`src/lsv_defines.svh`:
```
// Register offsets, field positions, reset values and timing counts for the regulator sequencer
`ifndef LSV_DEFINES_SVH
`define LSV_DEFINES_SVH
`define LSV_CLK_MHZ 125
`define LSV_OFF_SEQ_LVL_A 8'h16
`define LSV_OFF_LVL_B 8'h17
`define LSV_SEQ_MSB 7
`define LSV_SEQ_LSB 5
`define LSV_LVL_A_MSB 3
`define LSV_FOLLOW_BIT 6
`define LSV_LVL_B_MSB 5
`define LSV_RST_SEQ 3'h1
`define LSV_RST_LVL_A 4'h9
`define LSV_RST_FOLLOW 1'h0
`define LSV_RST_LVL_B 6'h13
`define LSV_EXT_LEAD_US 1000
`define LSV_EXT_LEAD_CYC ((`LSV_EXT_LEAD_US * `LSV_CLK_MHZ) + 1)
`define LSV_DLY_300_US 300
`define LSV_DLY_300_CYC (`LSV_DLY_300_US * `LSV_CLK_MHZ)
`define LSV_DLY_10_MS 10
`define LSV_DLY_10_CYC (`LSV_DLY_10_MS * 1000 * `LSV_CLK_MHZ)
`define LSV_START_DLY_NS 170000
`define LSV_START_DLY_CYC ((`LSV_START_DLY_NS + 7) / 8)
`endif

```
`src/lsv_pkg.sv`:
```
// Types shared by the regulator sequencer
package lsv_pkg;
  typedef enum logic [2:0] {
    LSV_ORD_AT_ON = 3'h0,
    LSV_ORD_AFTER_S3 = 3'h1,
    LSV_ORD_EXT_S3 = 3'h2,
    LSV_ORD_S1_DLY = 3'h3,
    LSV_ORD_S1_S3 = 3'h4,
    LSV_ORD_S2_S1 = 3'h5,
    LSV_ORD_S2_DLY = 3'h6,
    LSV_ORD_EXT_PIN = 3'h7
  } lsv_order_type;
  typedef enum logic [2:0] {
    LSV_ST_OFF = 3'b001,
    LSV_ST_RAMP = 3'b010,
    LSV_ST_ON = 3'b100
  } lsv_state_type;
endpackage

```
`src/lsv_sequencer.sv`:
```
// Linear regulator power sequencer with level registers
`include "lsv_defines.svh"
module lsv_sequencer #(
  parameter int EXT_LEAD_CYC = `LSV_EXT_LEAD_CYC,
  parameter int DLY_300_CYC = `LSV_DLY_300_CYC,
  parameter int DLY_10_CYC = `LSV_DLY_10_CYC,
  parameter int START_DLY_CYC = `LSV_START_DLY_CYC,
  parameter logic [2:0] RST_SEQ = `LSV_RST_SEQ,
  parameter logic [3:0] RST_LVL_A = `LSV_RST_LVL_A,
  parameter logic [5:0] RST_LVL_B = `LSV_RST_LVL_B
) (
  input wire logic i_core_clk,
  input wire logic i_rst,
  input wire logic i_undervoltage_lockout,
  input wire logic i_on_state,
  input wire logic i_step_down_1_en,
  input wire logic i_step_down_2_en,
  input wire logic i_step_down_3_en,
  input wire logic i_step_down_1_ok,
  input wire logic i_step_down_2_ok,
  input wire logic i_step_down_3_ok,
  input wire logic i_step_down_3_enable_pin,
  input wire logic i_step_down_3_level_select_pin,
  input wire logic [5:0] i_step_down_3_level_lo,
  input wire logic [5:0] i_step_down_3_level_hi,
  input wire logic i_ctl_wr,
  input wire logic i_ctl_a_wr,
  input wire logic i_ctl_b_wr,
  input wire logic i_ctl_a_val,
  input wire logic i_ctl_b_val,
  input wire logic i_reg_wr,
  input wire logic [7:0] i_reg_addr,
  input wire logic [7:0] i_reg_wdata,
  output logic [7:0] o_reg_rdata,
  output logic o_ext_regulator_enable_out,
  output logic o_linear_reg_a_en,
  output logic o_linear_reg_b_en,
  output logic o_linear_reg_a_en_bit,
  output logic o_linear_reg_b_en_bit,
  output logic [3:0] o_linear_reg_a_level,
  output logic [5:0] o_linear_reg_b_level,
  output logic [2:0] o_active_order
);
  localparam int TW = 21;
  localparam int SW = 15;
  logic [2:0] linear_order_select_r;
  logic [3:0] lvl_a_r;
  logic linear_b_follow_r;
  logic [5:0] lvl_b_r;
  lsv_pkg::lsv_order_type order_r;
  lsv_pkg::lsv_state_type state_r;
  logic en_a_r;
  logic en_b_r;
  logic ext_r;
  logic ext_lead_run;
  logic ext_lead_done;
  logic dly_run;
  logic dly_done;
  logic [TW-1:0] dly_count;
  logic want_a;
  logic want_b;
  logic reg_load;
  logic [5:0] s3_level;
  logic [5:0] lvl_b_nxt;

  assign reg_load = i_rst || i_undervoltage_lockout;

  // Register writes; lockout reloads every writable field
  always_ff @(posedge i_core_clk) begin
    if (reg_load) begin
      linear_order_select_r <= RST_SEQ;
      lvl_a_r <= RST_LVL_A;
      linear_b_follow_r <= `LSV_RST_FOLLOW;
      lvl_b_r <= RST_LVL_B;
    end else if (i_reg_wr) begin
      if (i_reg_addr == `LSV_OFF_SEQ_LVL_A) begin
        linear_order_select_r <= i_reg_wdata[`LSV_SEQ_MSB:`LSV_SEQ_LSB];
        lvl_a_r <= i_reg_wdata[`LSV_LVL_A_MSB:0];
      end
      if (i_reg_addr == `LSV_OFF_LVL_B) begin
        linear_b_follow_r <= i_reg_wdata[`LSV_FOLLOW_BIT];
        lvl_b_r <= i_reg_wdata[`LSV_LVL_B_MSB:0];
      end
    end
  end

  // Reserved bits read zero; unmapped addresses read zero
  always_comb begin
    o_reg_rdata = 8'h00;
    if (i_reg_addr == `LSV_OFF_SEQ_LVL_A) begin
      o_reg_rdata = {linear_order_select_r, 1'b0, lvl_a_r};
    end else if (i_reg_addr == `LSV_OFF_LVL_B) begin
      o_reg_rdata = {1'b0, linear_b_follow_r, lvl_b_r};
    end
  end

  // Power state; order captured at power-up so later writes wait for next sequence
  always_ff @(posedge i_core_clk) begin
    if (reg_load) begin
      state_r <= lsv_pkg::LSV_ST_OFF;
      order_r <= lsv_pkg::LSV_ORD_AT_ON;
    end else begin
      case (state_r)
        lsv_pkg::LSV_ST_OFF: begin
          if (i_on_state) begin
            state_r <= lsv_pkg::LSV_ST_RAMP;
            order_r <= lsv_pkg::lsv_order_type'(linear_order_select_r);
          end
        end
        // Host-owned B must not hold the ramp, or A would never reach host control
        lsv_pkg::LSV_ST_RAMP: begin
          if (!i_on_state) begin
            state_r <= lsv_pkg::LSV_ST_OFF;
          end else if (en_a_r && (en_b_r || order_r == lsv_pkg::LSV_ORD_S1_DLY ||
            order_r == lsv_pkg::LSV_ORD_S2_DLY)) begin
            state_r <= lsv_pkg::LSV_ST_ON;
          end
        end
        lsv_pkg::LSV_ST_ON: begin
          if (!i_on_state) begin
            state_r <= lsv_pkg::LSV_ST_OFF;
          end
        end
        default: state_r <= lsv_pkg::LSV_ST_OFF;
      endcase
    end
  end

  // External regulator enable leads; held high through the whole on-state
  always_ff @(posedge i_core_clk) begin
    if (reg_load) begin
      ext_r <= 1'b0;
    end else if (state_r == lsv_pkg::LSV_ST_OFF) begin
      ext_r <= i_on_state && ((linear_order_select_r == 3'h2) ||
        (linear_order_select_r == 3'h7));
    end else if (!i_on_state) begin
      ext_r <= 1'b0;
    end
  end

  assign ext_lead_run = ext_r && (state_r != lsv_pkg::LSV_ST_OFF);

  lsv_timer #(.WIDTH(TW)) u_ext_lead (
    .i_core_clk(i_core_clk),
    .i_rst(i_rst),
    .i_run(ext_lead_run),
    .i_count(TW'(EXT_LEAD_CYC)),
    .o_done(ext_lead_done)
  );

  // One delay timer, started only once the preceding supply reports good
  always_comb begin
    dly_run = 1'b0;
    dly_count = TW'(DLY_300_CYC);
    if (order_r == lsv_pkg::LSV_ORD_S1_DLY) begin
      dly_run = i_step_down_1_en && i_step_down_1_ok;
    end else if (order_r == lsv_pkg::LSV_ORD_S2_DLY) begin
      dly_run = i_step_down_2_en && i_step_down_2_ok;
      dly_count = TW'(DLY_10_CYC);
    end
    dly_run = dly_run && (state_r == lsv_pkg::LSV_ST_RAMP);
  end

  lsv_timer #(.WIDTH(TW)) u_dly (
    .i_core_clk(i_core_clk),
    .i_rst(i_rst),
    .i_run(dly_run),
    .i_count(dly_count),
    .o_done(dly_done)
  );

  // Power-up triggers per order; A auto power-down (orders 001, 010, 100, 101) waits until all three converters are off; order 111: the enable pin drops it
  always_comb begin
    want_a = 1'b0;
    want_b = 1'b0;
    case (order_r)
      lsv_pkg::LSV_ORD_AT_ON: begin
        want_a = 1'b1;
        want_b = 1'b1;
      end
      lsv_pkg::LSV_ORD_AFTER_S3: begin
        want_a = i_step_down_3_en && i_step_down_3_ok;
        want_b = want_a;
      end
      lsv_pkg::LSV_ORD_EXT_S3: begin
        want_a = i_step_down_3_en;
        want_b = ext_lead_done;
      end
      lsv_pkg::LSV_ORD_S1_DLY: begin
        want_a = dly_done;
      end
      lsv_pkg::LSV_ORD_S1_S3: begin
        want_a = i_step_down_1_en && i_step_down_1_ok;
        want_b = i_step_down_3_en;
      end
      lsv_pkg::LSV_ORD_S2_S1: begin
        want_a = i_step_down_2_en;
        want_b = i_step_down_1_en && i_step_down_1_ok;
      end
      lsv_pkg::LSV_ORD_S2_DLY: begin
        want_a = dly_done;
      end
      lsv_pkg::LSV_ORD_EXT_PIN: begin
        want_a = i_step_down_3_enable_pin && i_step_down_3_ok;
        want_b = ext_lead_done;
      end
      default: begin
        want_a = 1'b0;
        want_b = 1'b0;
      end
    endcase
  end

  // Enable bit A: sequencing sets it, host may override in on-state
  always_ff @(posedge i_core_clk) begin
    if (reg_load || !i_on_state) begin
      en_a_r <= 1'b0;
    end else if (order_r == lsv_pkg::LSV_ORD_EXT_PIN && !i_step_down_3_enable_pin &&
      state_r == lsv_pkg::LSV_ST_ON) begin
      en_a_r <= 1'b0;
    end else if (i_ctl_wr && i_ctl_a_wr && state_r == lsv_pkg::LSV_ST_ON) begin
      en_a_r <= i_ctl_a_val;
    end else if (state_r == lsv_pkg::LSV_ST_RAMP && want_a) begin
      en_a_r <= 1'b1;
    end else if (order_r == lsv_pkg::LSV_ORD_EXT_PIN && state_r == lsv_pkg::LSV_ST_ON &&
      want_a) begin
      en_a_r <= 1'b1;
    end else if (state_r == lsv_pkg::LSV_ST_ON && !want_a &&
      order_r != lsv_pkg::LSV_ORD_AT_ON && order_r != lsv_pkg::LSV_ORD_S1_DLY &&
      order_r != lsv_pkg::LSV_ORD_S2_DLY && order_r != lsv_pkg::LSV_ORD_EXT_PIN &&
      !i_step_down_1_en && !i_step_down_2_en && !i_step_down_3_en) begin
      en_a_r <= 1'b0;
    end
  end

  // Enable bit B; host-owned for orders 011 and 110, order 010 drops only at off, 111 also once converters 1 and 2 are off
  always_ff @(posedge i_core_clk) begin
    if (reg_load || !i_on_state) begin
      en_b_r <= 1'b0;
    end else if (i_ctl_wr && i_ctl_b_wr && state_r != lsv_pkg::LSV_ST_OFF &&
      (state_r == lsv_pkg::LSV_ST_ON || order_r == lsv_pkg::LSV_ORD_S1_DLY ||
      order_r == lsv_pkg::LSV_ORD_S2_DLY)) begin
      en_b_r <= i_ctl_b_val;
    end else if (state_r == lsv_pkg::LSV_ST_RAMP && want_b) begin
      en_b_r <= 1'b1;
    end else if (order_r == lsv_pkg::LSV_ORD_EXT_PIN && state_r == lsv_pkg::LSV_ST_ON &&
      !i_step_down_1_en && !i_step_down_2_en) begin
      en_b_r <= 1'b0;
    end
  end

  // Host-owned enables never block the move to the on-state
  // (the ramp completes when the automatic part is done)

  lsv_start_delay #(.WIDTH(SW)) u_start_a (
    .i_core_clk(i_core_clk),
    .i_rst(i_rst),
    .i_en(en_a_r),
    .i_count(SW'(START_DLY_CYC)),
    .o_en(o_linear_reg_a_en)
  );

  lsv_start_delay #(.WIDTH(SW)) u_start_b (
    .i_core_clk(i_core_clk),
    .i_rst(i_rst),
    .i_en(en_b_r),
    .i_count(SW'(START_DLY_CYC)),
    .o_en(o_linear_reg_b_en)
  );

  // Level B: follows the live converter-3 setting when follow is set
  assign s3_level = i_step_down_3_level_select_pin ? i_step_down_3_level_hi :
    i_step_down_3_level_lo;
  assign lvl_b_nxt = linear_b_follow_r ? s3_level : lvl_b_r;

  always_ff @(posedge i_core_clk) begin
    if (reg_load) begin
      o_linear_reg_a_level <= RST_LVL_A;
      o_linear_reg_b_level <= RST_LVL_B;
    end else begin
      o_linear_reg_a_level <= lvl_a_r;
      o_linear_reg_b_level <= lvl_b_nxt;
    end
  end

  assign o_ext_regulator_enable_out = ext_r;
  assign o_linear_reg_a_en_bit = en_a_r;
  assign o_linear_reg_b_en_bit = en_b_r;
  assign o_active_order = order_r;
endmodule

```
`src/lsv_timer.sv`:
```
// Retriggerable up counter that reports once a programmed cycle count has elapsed
module lsv_timer #(
  parameter int WIDTH = 21
) (
  input wire logic i_core_clk,
  input wire logic i_rst,
  input wire logic i_run,
  input wire logic [WIDTH-1:0] i_count,
  output logic o_done
);
  logic [WIDTH-1:0] cnt_r;
  // Dropping i_run restarts the wait, so a lost trigger never leaves a stale count
  always_ff @(posedge i_core_clk) begin
    if (i_rst || !i_run) begin
      cnt_r <= '0;
    end else if (cnt_r != i_count) begin
      cnt_r <= cnt_r + 1'b1;
    end
  end
  assign o_done = i_run && (cnt_r == i_count);
endmodule

```
`src/lsv_start_delay.sv`:
```
// Fixed start delay on one regulator enable, released at once on disable
module lsv_start_delay #(
  parameter int WIDTH = 15
) (
  input wire logic i_core_clk,
  input wire logic i_rst,
  input wire logic i_en,
  input wire logic [WIDTH-1:0] i_count,
  output logic o_en
);
  logic [WIDTH-1:0] cnt_r;
  logic en_r;
  always_ff @(posedge i_core_clk) begin
    if (i_rst || !i_en) begin
      cnt_r <= '0;
    end else if (cnt_r != i_count) begin
      cnt_r <= cnt_r + 1'b1;
    end
  end
  always_ff @(posedge i_core_clk) begin
    if (i_rst) begin
      en_r <= 1'b0;
    end else begin
      en_r <= i_en && (cnt_r == i_count);
    end
  end
  assign o_en = en_r;
endmodule

```
`config.mk`:
```
export PLATFORM = sky130hd
export DESIGN_NAME = lsv_sequencer
export DESIGN_NICKNAME = d
export VERILOG_FILES = /design/src/lsv_pkg.sv /design/src/lsv_sequencer.sv /design/src/lsv_timer.sv /design/src/lsv_start_delay.sv
export VERILOG_INCLUDE_DIRS = /design/src
export SDC_FILE = /design/constraint.sdc
export NUM_CORES = 1
export LEC_CHECK = 0
export BUFFER_PORTS_ARGS = -buffer_cell sky130_fd_sc_hd__buf_2
export CAP_MARGIN = 25
export CORE_ASPECT_RATIO = 1.5
export CORE_UTILIZATION = 53
export CTS_CLUSTER_DIAMETER = 200
export DETAILED_ROUTE_END_ITERATION = 10
export PLACE_DENSITY = 0.86
export REMOVE_ABC_BUFFERS = 1
export SLEW_MARGIN = 30
export SYNTH_ARGS = -nofsm -noshare
export SYNTH_HDL_FRONTEND = slang
export SYNTH_HIERARCHICAL = 1
export SYNTH_SLANG_ARGS = --single-unit
```
`constraint.sdc`:
```
create_clock -name i_core_clk -period 3.1 [get_ports i_core_clk]
set_input_delay 0.155 -clock i_core_clk [delete_from_list [all_inputs] [get_ports i_core_clk]]
set_output_delay 0.155 -clock i_core_clk [all_outputs]
set_load 0.03 [all_outputs]
```
==> results of run 1 <==
==> report_power, final <==
part / total (W) / internal [W] / switching [W]
Clock: 0.00114 / 0.000644 / 0.000493
Combinational: 0.000141 / 0.0000599 / 0.0000809
Sequential: 0.00138 / 0.00138 / 0.00000272
Total: 0.00266 / 0.00208 / 0.000577
==> state kept, by name, summed over array words and instances (netlist names), 3 cells and up <==
register	flops
linear_order_select_r	3
lvl_a_r	4
lvl_b_r	6
o_active_order	3
o_linear_reg_a_level	4
o_linear_reg_b_level	6
state_r	3
u_dly/cnt_r	21
u_ext_lead/cnt_r	21
u_start_a/cnt_r	15
u_start_b/cnt_r	15
==> per-stage QoR <==
stage | worst slack, ns | TNS, ns | cell area (sq um)
floorplan | -0.2832 | -0.2832 | 6185
global placement | 0.6806 | 0 | 6784
detailed placement | 0.5706 | 0 | 6784
CTS | 0.5511 | 0 | 7078
global route | 0.2516 | 0 | 7078
finish | 0.5295 | 0 | 7078
==> per-layer routing <==
layer / vias up / track usage / part of all wire
li1: 2776 / - / -
met1: 2616 / 0.2608 / 0.41
met2: 154 / 0.4271 / 0.51
met3: 34 / 0.05272 / 0.055
met4: 0 / 0.1120 / 0.029
met5: - / 0 / 0
==> worst min path at each step <==
stage | slack (ns) | to | from
after floorplan | 0.23 | state_r[0] | i_on_state
after global placement | 0.36 | state_r[0] | i_on_state
after detailed placement | 0.37 | state_r[0] | i_on_state
after CTS | 0.008 | state_r[0] | i_on_state
after global routing | 0.01 | state_r[0] | i_on_state
final | 0.02 | state_r[0] | i_on_state
==> synth_stat cells, drive strengths merged, types with 2 or more instances <==
cell type	count	area, sq um
nor3b	4	30.03
nor2	46	192.7
or2b	2	17.52
o21ai	42	210.2
mux2i	21	210.2
nand2	62	237.7
a21oi	40	200.2
and2	11	68.82
xor2	79	691.9
o31ai	6	45.04
clkbuf	23	86.33
conb	2	7.510
inv	8	30.03
o2111ai	2	17.52
o21a	7	52.55
ha	4	50.05
or2	4	25.02
o211a	2	20.02
o31a	7	63.81
and4	2	20.02
nand4	21	180.2
dfxtp	107	2142
a211oi	6	50.05
nor3	7	50.05
a22o	6	52.55
nor4	21	168.9
or4	17	128.9
and3	17	110.1
nor2b	8	50.05
or3	29	185.2
nand2b	8	50.05
nand4b	3	26.28
o211ai	18	145.1
buf	14	118.9
xnor2	12	105.1
nand3	42	225.2
==> cell type report <==
type	instances	area, sq um
Timing Repair Buffer	79	415.4
Fill cell	968	4095
Clock buffer	11	242.7
Clock inverter	4	51.30
Inverter	8	30.03
Multi-Input combinational cell	630	4013
Tap cell	147	183.9
Sequential cell	107	2142
==> logic make-up (layout without fill, tap and decap cells) <==
logic type / after synthesis / in the layout / share of synthesized area
AND/OR/NAND/NOR: 307 / 307 / 0.2918
AO/OA/AOI/OAI: 143 / 143 / 0.1492
flip-flops: 107 / 107 / 0.3479
XOR/XNOR: 91 / 91 / 0.1294
buffers and inverters: 45 / 102 / 0.03820
multiplexers: 21 / 21 / 0.03414
adder cells (fa/ha/maj): 4 / 4 / 0.008129
other: 2 / 64 / 0.001220
==> results.cfg, run 1 <==
[grt]
grtUsageTotal = 0.2363
grt_max_degree = 29
grt_overflow = 0
grt_first_pass_wirelength_mm = 23.25
grt_antenna_before_repair = 0
grt_pass1_vias = 5106

[final_layout]
drive_above_1_share = 0.1597
layout_commonest_cell = dfxtp_1
final_core_util = 0.6335
nets = 885
area_delta_synth_final_pct = 14.96
final_cells = 986
antenna_cells = 0
final_cell_mix = 107 x dfxtp_1, 79 x xor2_1, 71 x buf_2

[setup_path]
cpPeakStageDelay_ns = 0.33
cp.required_ns = 3.36
cp-start-kind = register
cp_num_cells = 14
rr_worst_depth = 14
cp_common_cell = buf_4
crit_path_cell_trace = nand2_1, nor2_1, buf_4, inv_1, xor2_1, nor4_1, nand4_1, nor2_2, buf_4, and2_1, nand3b_1, o21ai_0, a222oi_1, a211oi_1
rr_endpoint = o_linear_reg_a_en_bit
startpoint = o_active_order[2]
critPathBufInv = 3
crit_path_end_kind = register
cp_slowest_cell = dfxtp_1
worstPathArrival_ns = 2.83
endpoint = o_linear_reg_a_en_bit
crit-reg2reg-launch = o_active_order[2]
r2r_slack_ns = 0.53
cp_top_family = simple AND/OR/NAND/NOR gates
path_class = reg -> reg
path_max_fanout = 17

[sta]
fmax_mhz = 389.0
relSlewSlack = 0.4990
min_period_ns = 2.571
skew_ns = 0.005670
whs_ns = 0.02089
worstMarginPinSlew_ns = 0.7515
layout_worst_path_cycle_share = 0.8292
slew_viol_final = 0
finalSetupViolations = 0
rsz0062_at_grt = no
hold_violations = 0

[synthesis]
netlist_area_sq_mm = 0.006157
synthCells = 720
synth_ff_type = dfxtp_1
synthArstFlopShare = 0
ys_ff_latch = 107
synth-edff-count = 0
ys_seq_area_frac = 0.3479
yosys_warnings = 6
avgSynthCellArea_sq_um = 8.552
synth.distinct_cells = 65

[route]
viasPerCell = 5.659
ant_nets = 0
first_pass_iters = 5
post-route-drc-count = 0
wl_per_cell_microns = 14.14
wl_mm = 13.95
via_count = 5580
drt_first_iter_violations = 287

[clock_network]
cts_tree = yes
cts_sinks = 107
cts_buffers = 9
root_buffer = clkbuf_16
cts_hold_buf = 0
clock_latency_ns = 0.34
clk_pin_slew_worst_paths_ns = 0.07
cts_buffer_depth = 2
ctsResizeCount = 0
cts_max_level = 3
post_cts_buffers = 0

[place]
dp_hpwl_mm = 10.24
place.gp.congestion = 0.8354
placed_cells = 971
io_buffer_count = 71

[floorplanning]
io_pins = 72
core_area_sq_mm = 0.01117
row_count = 47
die_w_microns = 90.01
start_util = 0.5511
die_h_microns = 134.0
fp.dieArea_sq_mm = 0.01206

[power]
leakage_nw = 2.868
p_per_area_mw_per_mm2 = 375.3
peakVddDrop_mv = 0.2649
p_total_w = 0.002657

[worst_hold_path]
hold_path_depth = 2
min_path_type = in -> reg

[job]
maxCapViolations = 0

[outcome]
status = finished, final reports clean
No activity file was read; power rests on OpenSTA's default activity.
==> run 2, diff against run 1 <==
- clock period: 3.1 -> 2.1 ns (I/O delays scaled with it)
==> results.cfg, run 2 (synthesis results as in run 1) <==
[sta]
worstMarginPinSlew_ns = 0.5302
layout_worst_path_cycle_share = 1.053
min_period_ns = 2.212
fmax_mhz = 452.1
worst_slack_ns = -0.1119
relSlewSlack = 0.6458
rsz0062_at_grt = yes
finalSetupViolations = 17
hold_violations = 0
skew_ns = 0.01366
slew_viol_final = 0
tns_ns = -0.7016

[place]
place_area_sq_mm = 0.006969
dp_hpwl_mm = 10.94
place.gp.congestion = 0.8826
place_ws_ns = -0.01816
io_buffer_count = 71

[setup_path]
cp_top_family = simple AND/OR/NAND/NOR gates
crit-reg2reg-launch = o_active_order[1]
path_class = reg -> reg
rr_worst_depth = 12
r2r_slack_ns = -0.11
startpoint = o_active_order[1]
cp-start-kind = register
cp_num_cells = 12
path_max_fanout = 4
rr_endpoint = o_linear_reg_a_en_bit
cp.required_ns = 2.36
crit_path_end_kind = register
critPathBufInv = 1
cpPeakStageDelay_ns = 0.36
cp_slowest_cell = nor4_1
crit_path_cell_trace = nand2_2, nor2_4, buf_6, xor2_1, nor4_1, nand2_1, nor2_2, and2_4, nand3b_1, o21ai_1, a222oi_1, a211oi_1
endpoint = o_linear_reg_a_en_bit
worstPathArrival_ns = 2.48

[route]
wl_met2_mm = 8.275
wl_per_cell_microns = 15.37
ant_nets = 0
m1WireLength_mm = 6.247
first_pass_iters = 5
drt_first_iter_violations = 298
wl_mm = 15.69
post-route-drc-count = 0
via_count = 5807
wl_met3_microns = 751
topRoutingLayerUsed = met4
viasPerCell = 5.688

[grt]
grt_overflow = 0
grt_max_degree = 27
grt_pass1_vias = 5468
grt_first_pass_wirelength_mm = 25.32
grtUsageTotal = 0.2556
grt_antenna_before_repair = 0

[clock_network]
root_buffer = clkbuf_16
cts_tree = yes
cts_max_level = 3
clk_pin_slew_worst_paths_ns = 0.08
cts_buffer_depth = 2
cts_buffers = 9
clock_latency_ns = 0.35
cts_sinks = 107

[final_layout]
fillers = 886
top_regs = u_dly/cnt_r (21), u_ext_lead/cnt_r (21)
layout_commonest_cell = dfxtp_1
area_delta_synth_final_pct = 21.09
drive_above_1_share = 0.2025
final_area_sq_mm = 0.007456
nets = 919
antenna_cells = 0
final_cell_mix = 105 x dfxtp_1, 78 x xor2_1, 71 x buf_2

[floorplanning]
io_pins = 72
die_h_microns = 134.0
core_area_sq_mm = 0.01117
start_util = 0.5511
die_w_microns = 90.01
fp.dieArea_sq_mm = 0.01206
row_count = 47

[power]
p_per_area_mw_per_mm2 = 529.8
peakVddDrop_mv = 0.3781
p_total_w = 0.003950
leakage_nw = 3.048

[outcome]
status = finished, violations left
violations = negative setup slack

[job]
maxCapViolations = 0

[worst_hold_path]
min_path_type = in -> reg
-- run 2: repair_timing --
action	4_1_cts	5_1_grt
endpoints found under the setup margin	8	23
setup buffers	1	2
hold buffers	7	0
endpoints found under the hold margin	9	0
gates cloned	0	1
gates resized for setup	6	17
pin swaps	5	13
-- run 2: cell type report --
class	instances	area, sq um	share of cell area
flip-flops and latches	107	2145	0.2876
clock buffers	11	242.7	0.03256
multi-input cells	630	4075	0.5466
inverters	8	32.53	0.004363
repair buffers	113	725.7	0.09733
clock inverters	5	51.30	0.006880
well taps	147	183.9	0.02467
-- run 2: worst min-delay path by stage --
stage / startpoint / endpoint / cells past startpoint
after detailed placement: i_on_state / state_r[0] / 2
after global placement: i_on_state / state_r[0] / 2
after floorplan: i_on_state / state_r[0] / 1
after CTS: i_reg_wdata[3] / lvl_a_r[3] / 3
final: i_reg_wdata[6] / linear_order_select_r[1] / 3
after global routing: i_reg_wdata[2] / lvl_b_r[2] / 3
-- run 2: worst min-delay path, stage by stage --
cell	delay, ns
buf_2	0.09
mux2i_1	0.06
nor2_1	0.08
-- run 2: stage by stage --
stage / util / instances / hold WS, ns
floorplan: - / 745 / 0.1768
global placement: 0.6237 / 994 / 0.3093
detailed placement: 0.6237 / 994 / 0.3147
CTS: 0.6589 / 1018 / 0.008685
global route: 0.6673 / 1021 / 0.02613
finish: 0.6673 / 1021 / 0.02074
-- run 2: power breakdown --
group          leakage [nW]  total, W  switching, W  internal (W)
sequential            0.863   0.00203    0.00000312       0.00203
combinational          2.04  0.000229      0.000130     0.0000983
clock                 0.146   0.00169      0.000818      0.000871
-- run 2: routing by layer --
layer	vias up	track usage
met5	-	0
met3	39	0.02551
li1	2844	-
met1	2718	0.2904
met2	206	0.4835
met4	0	0.1048
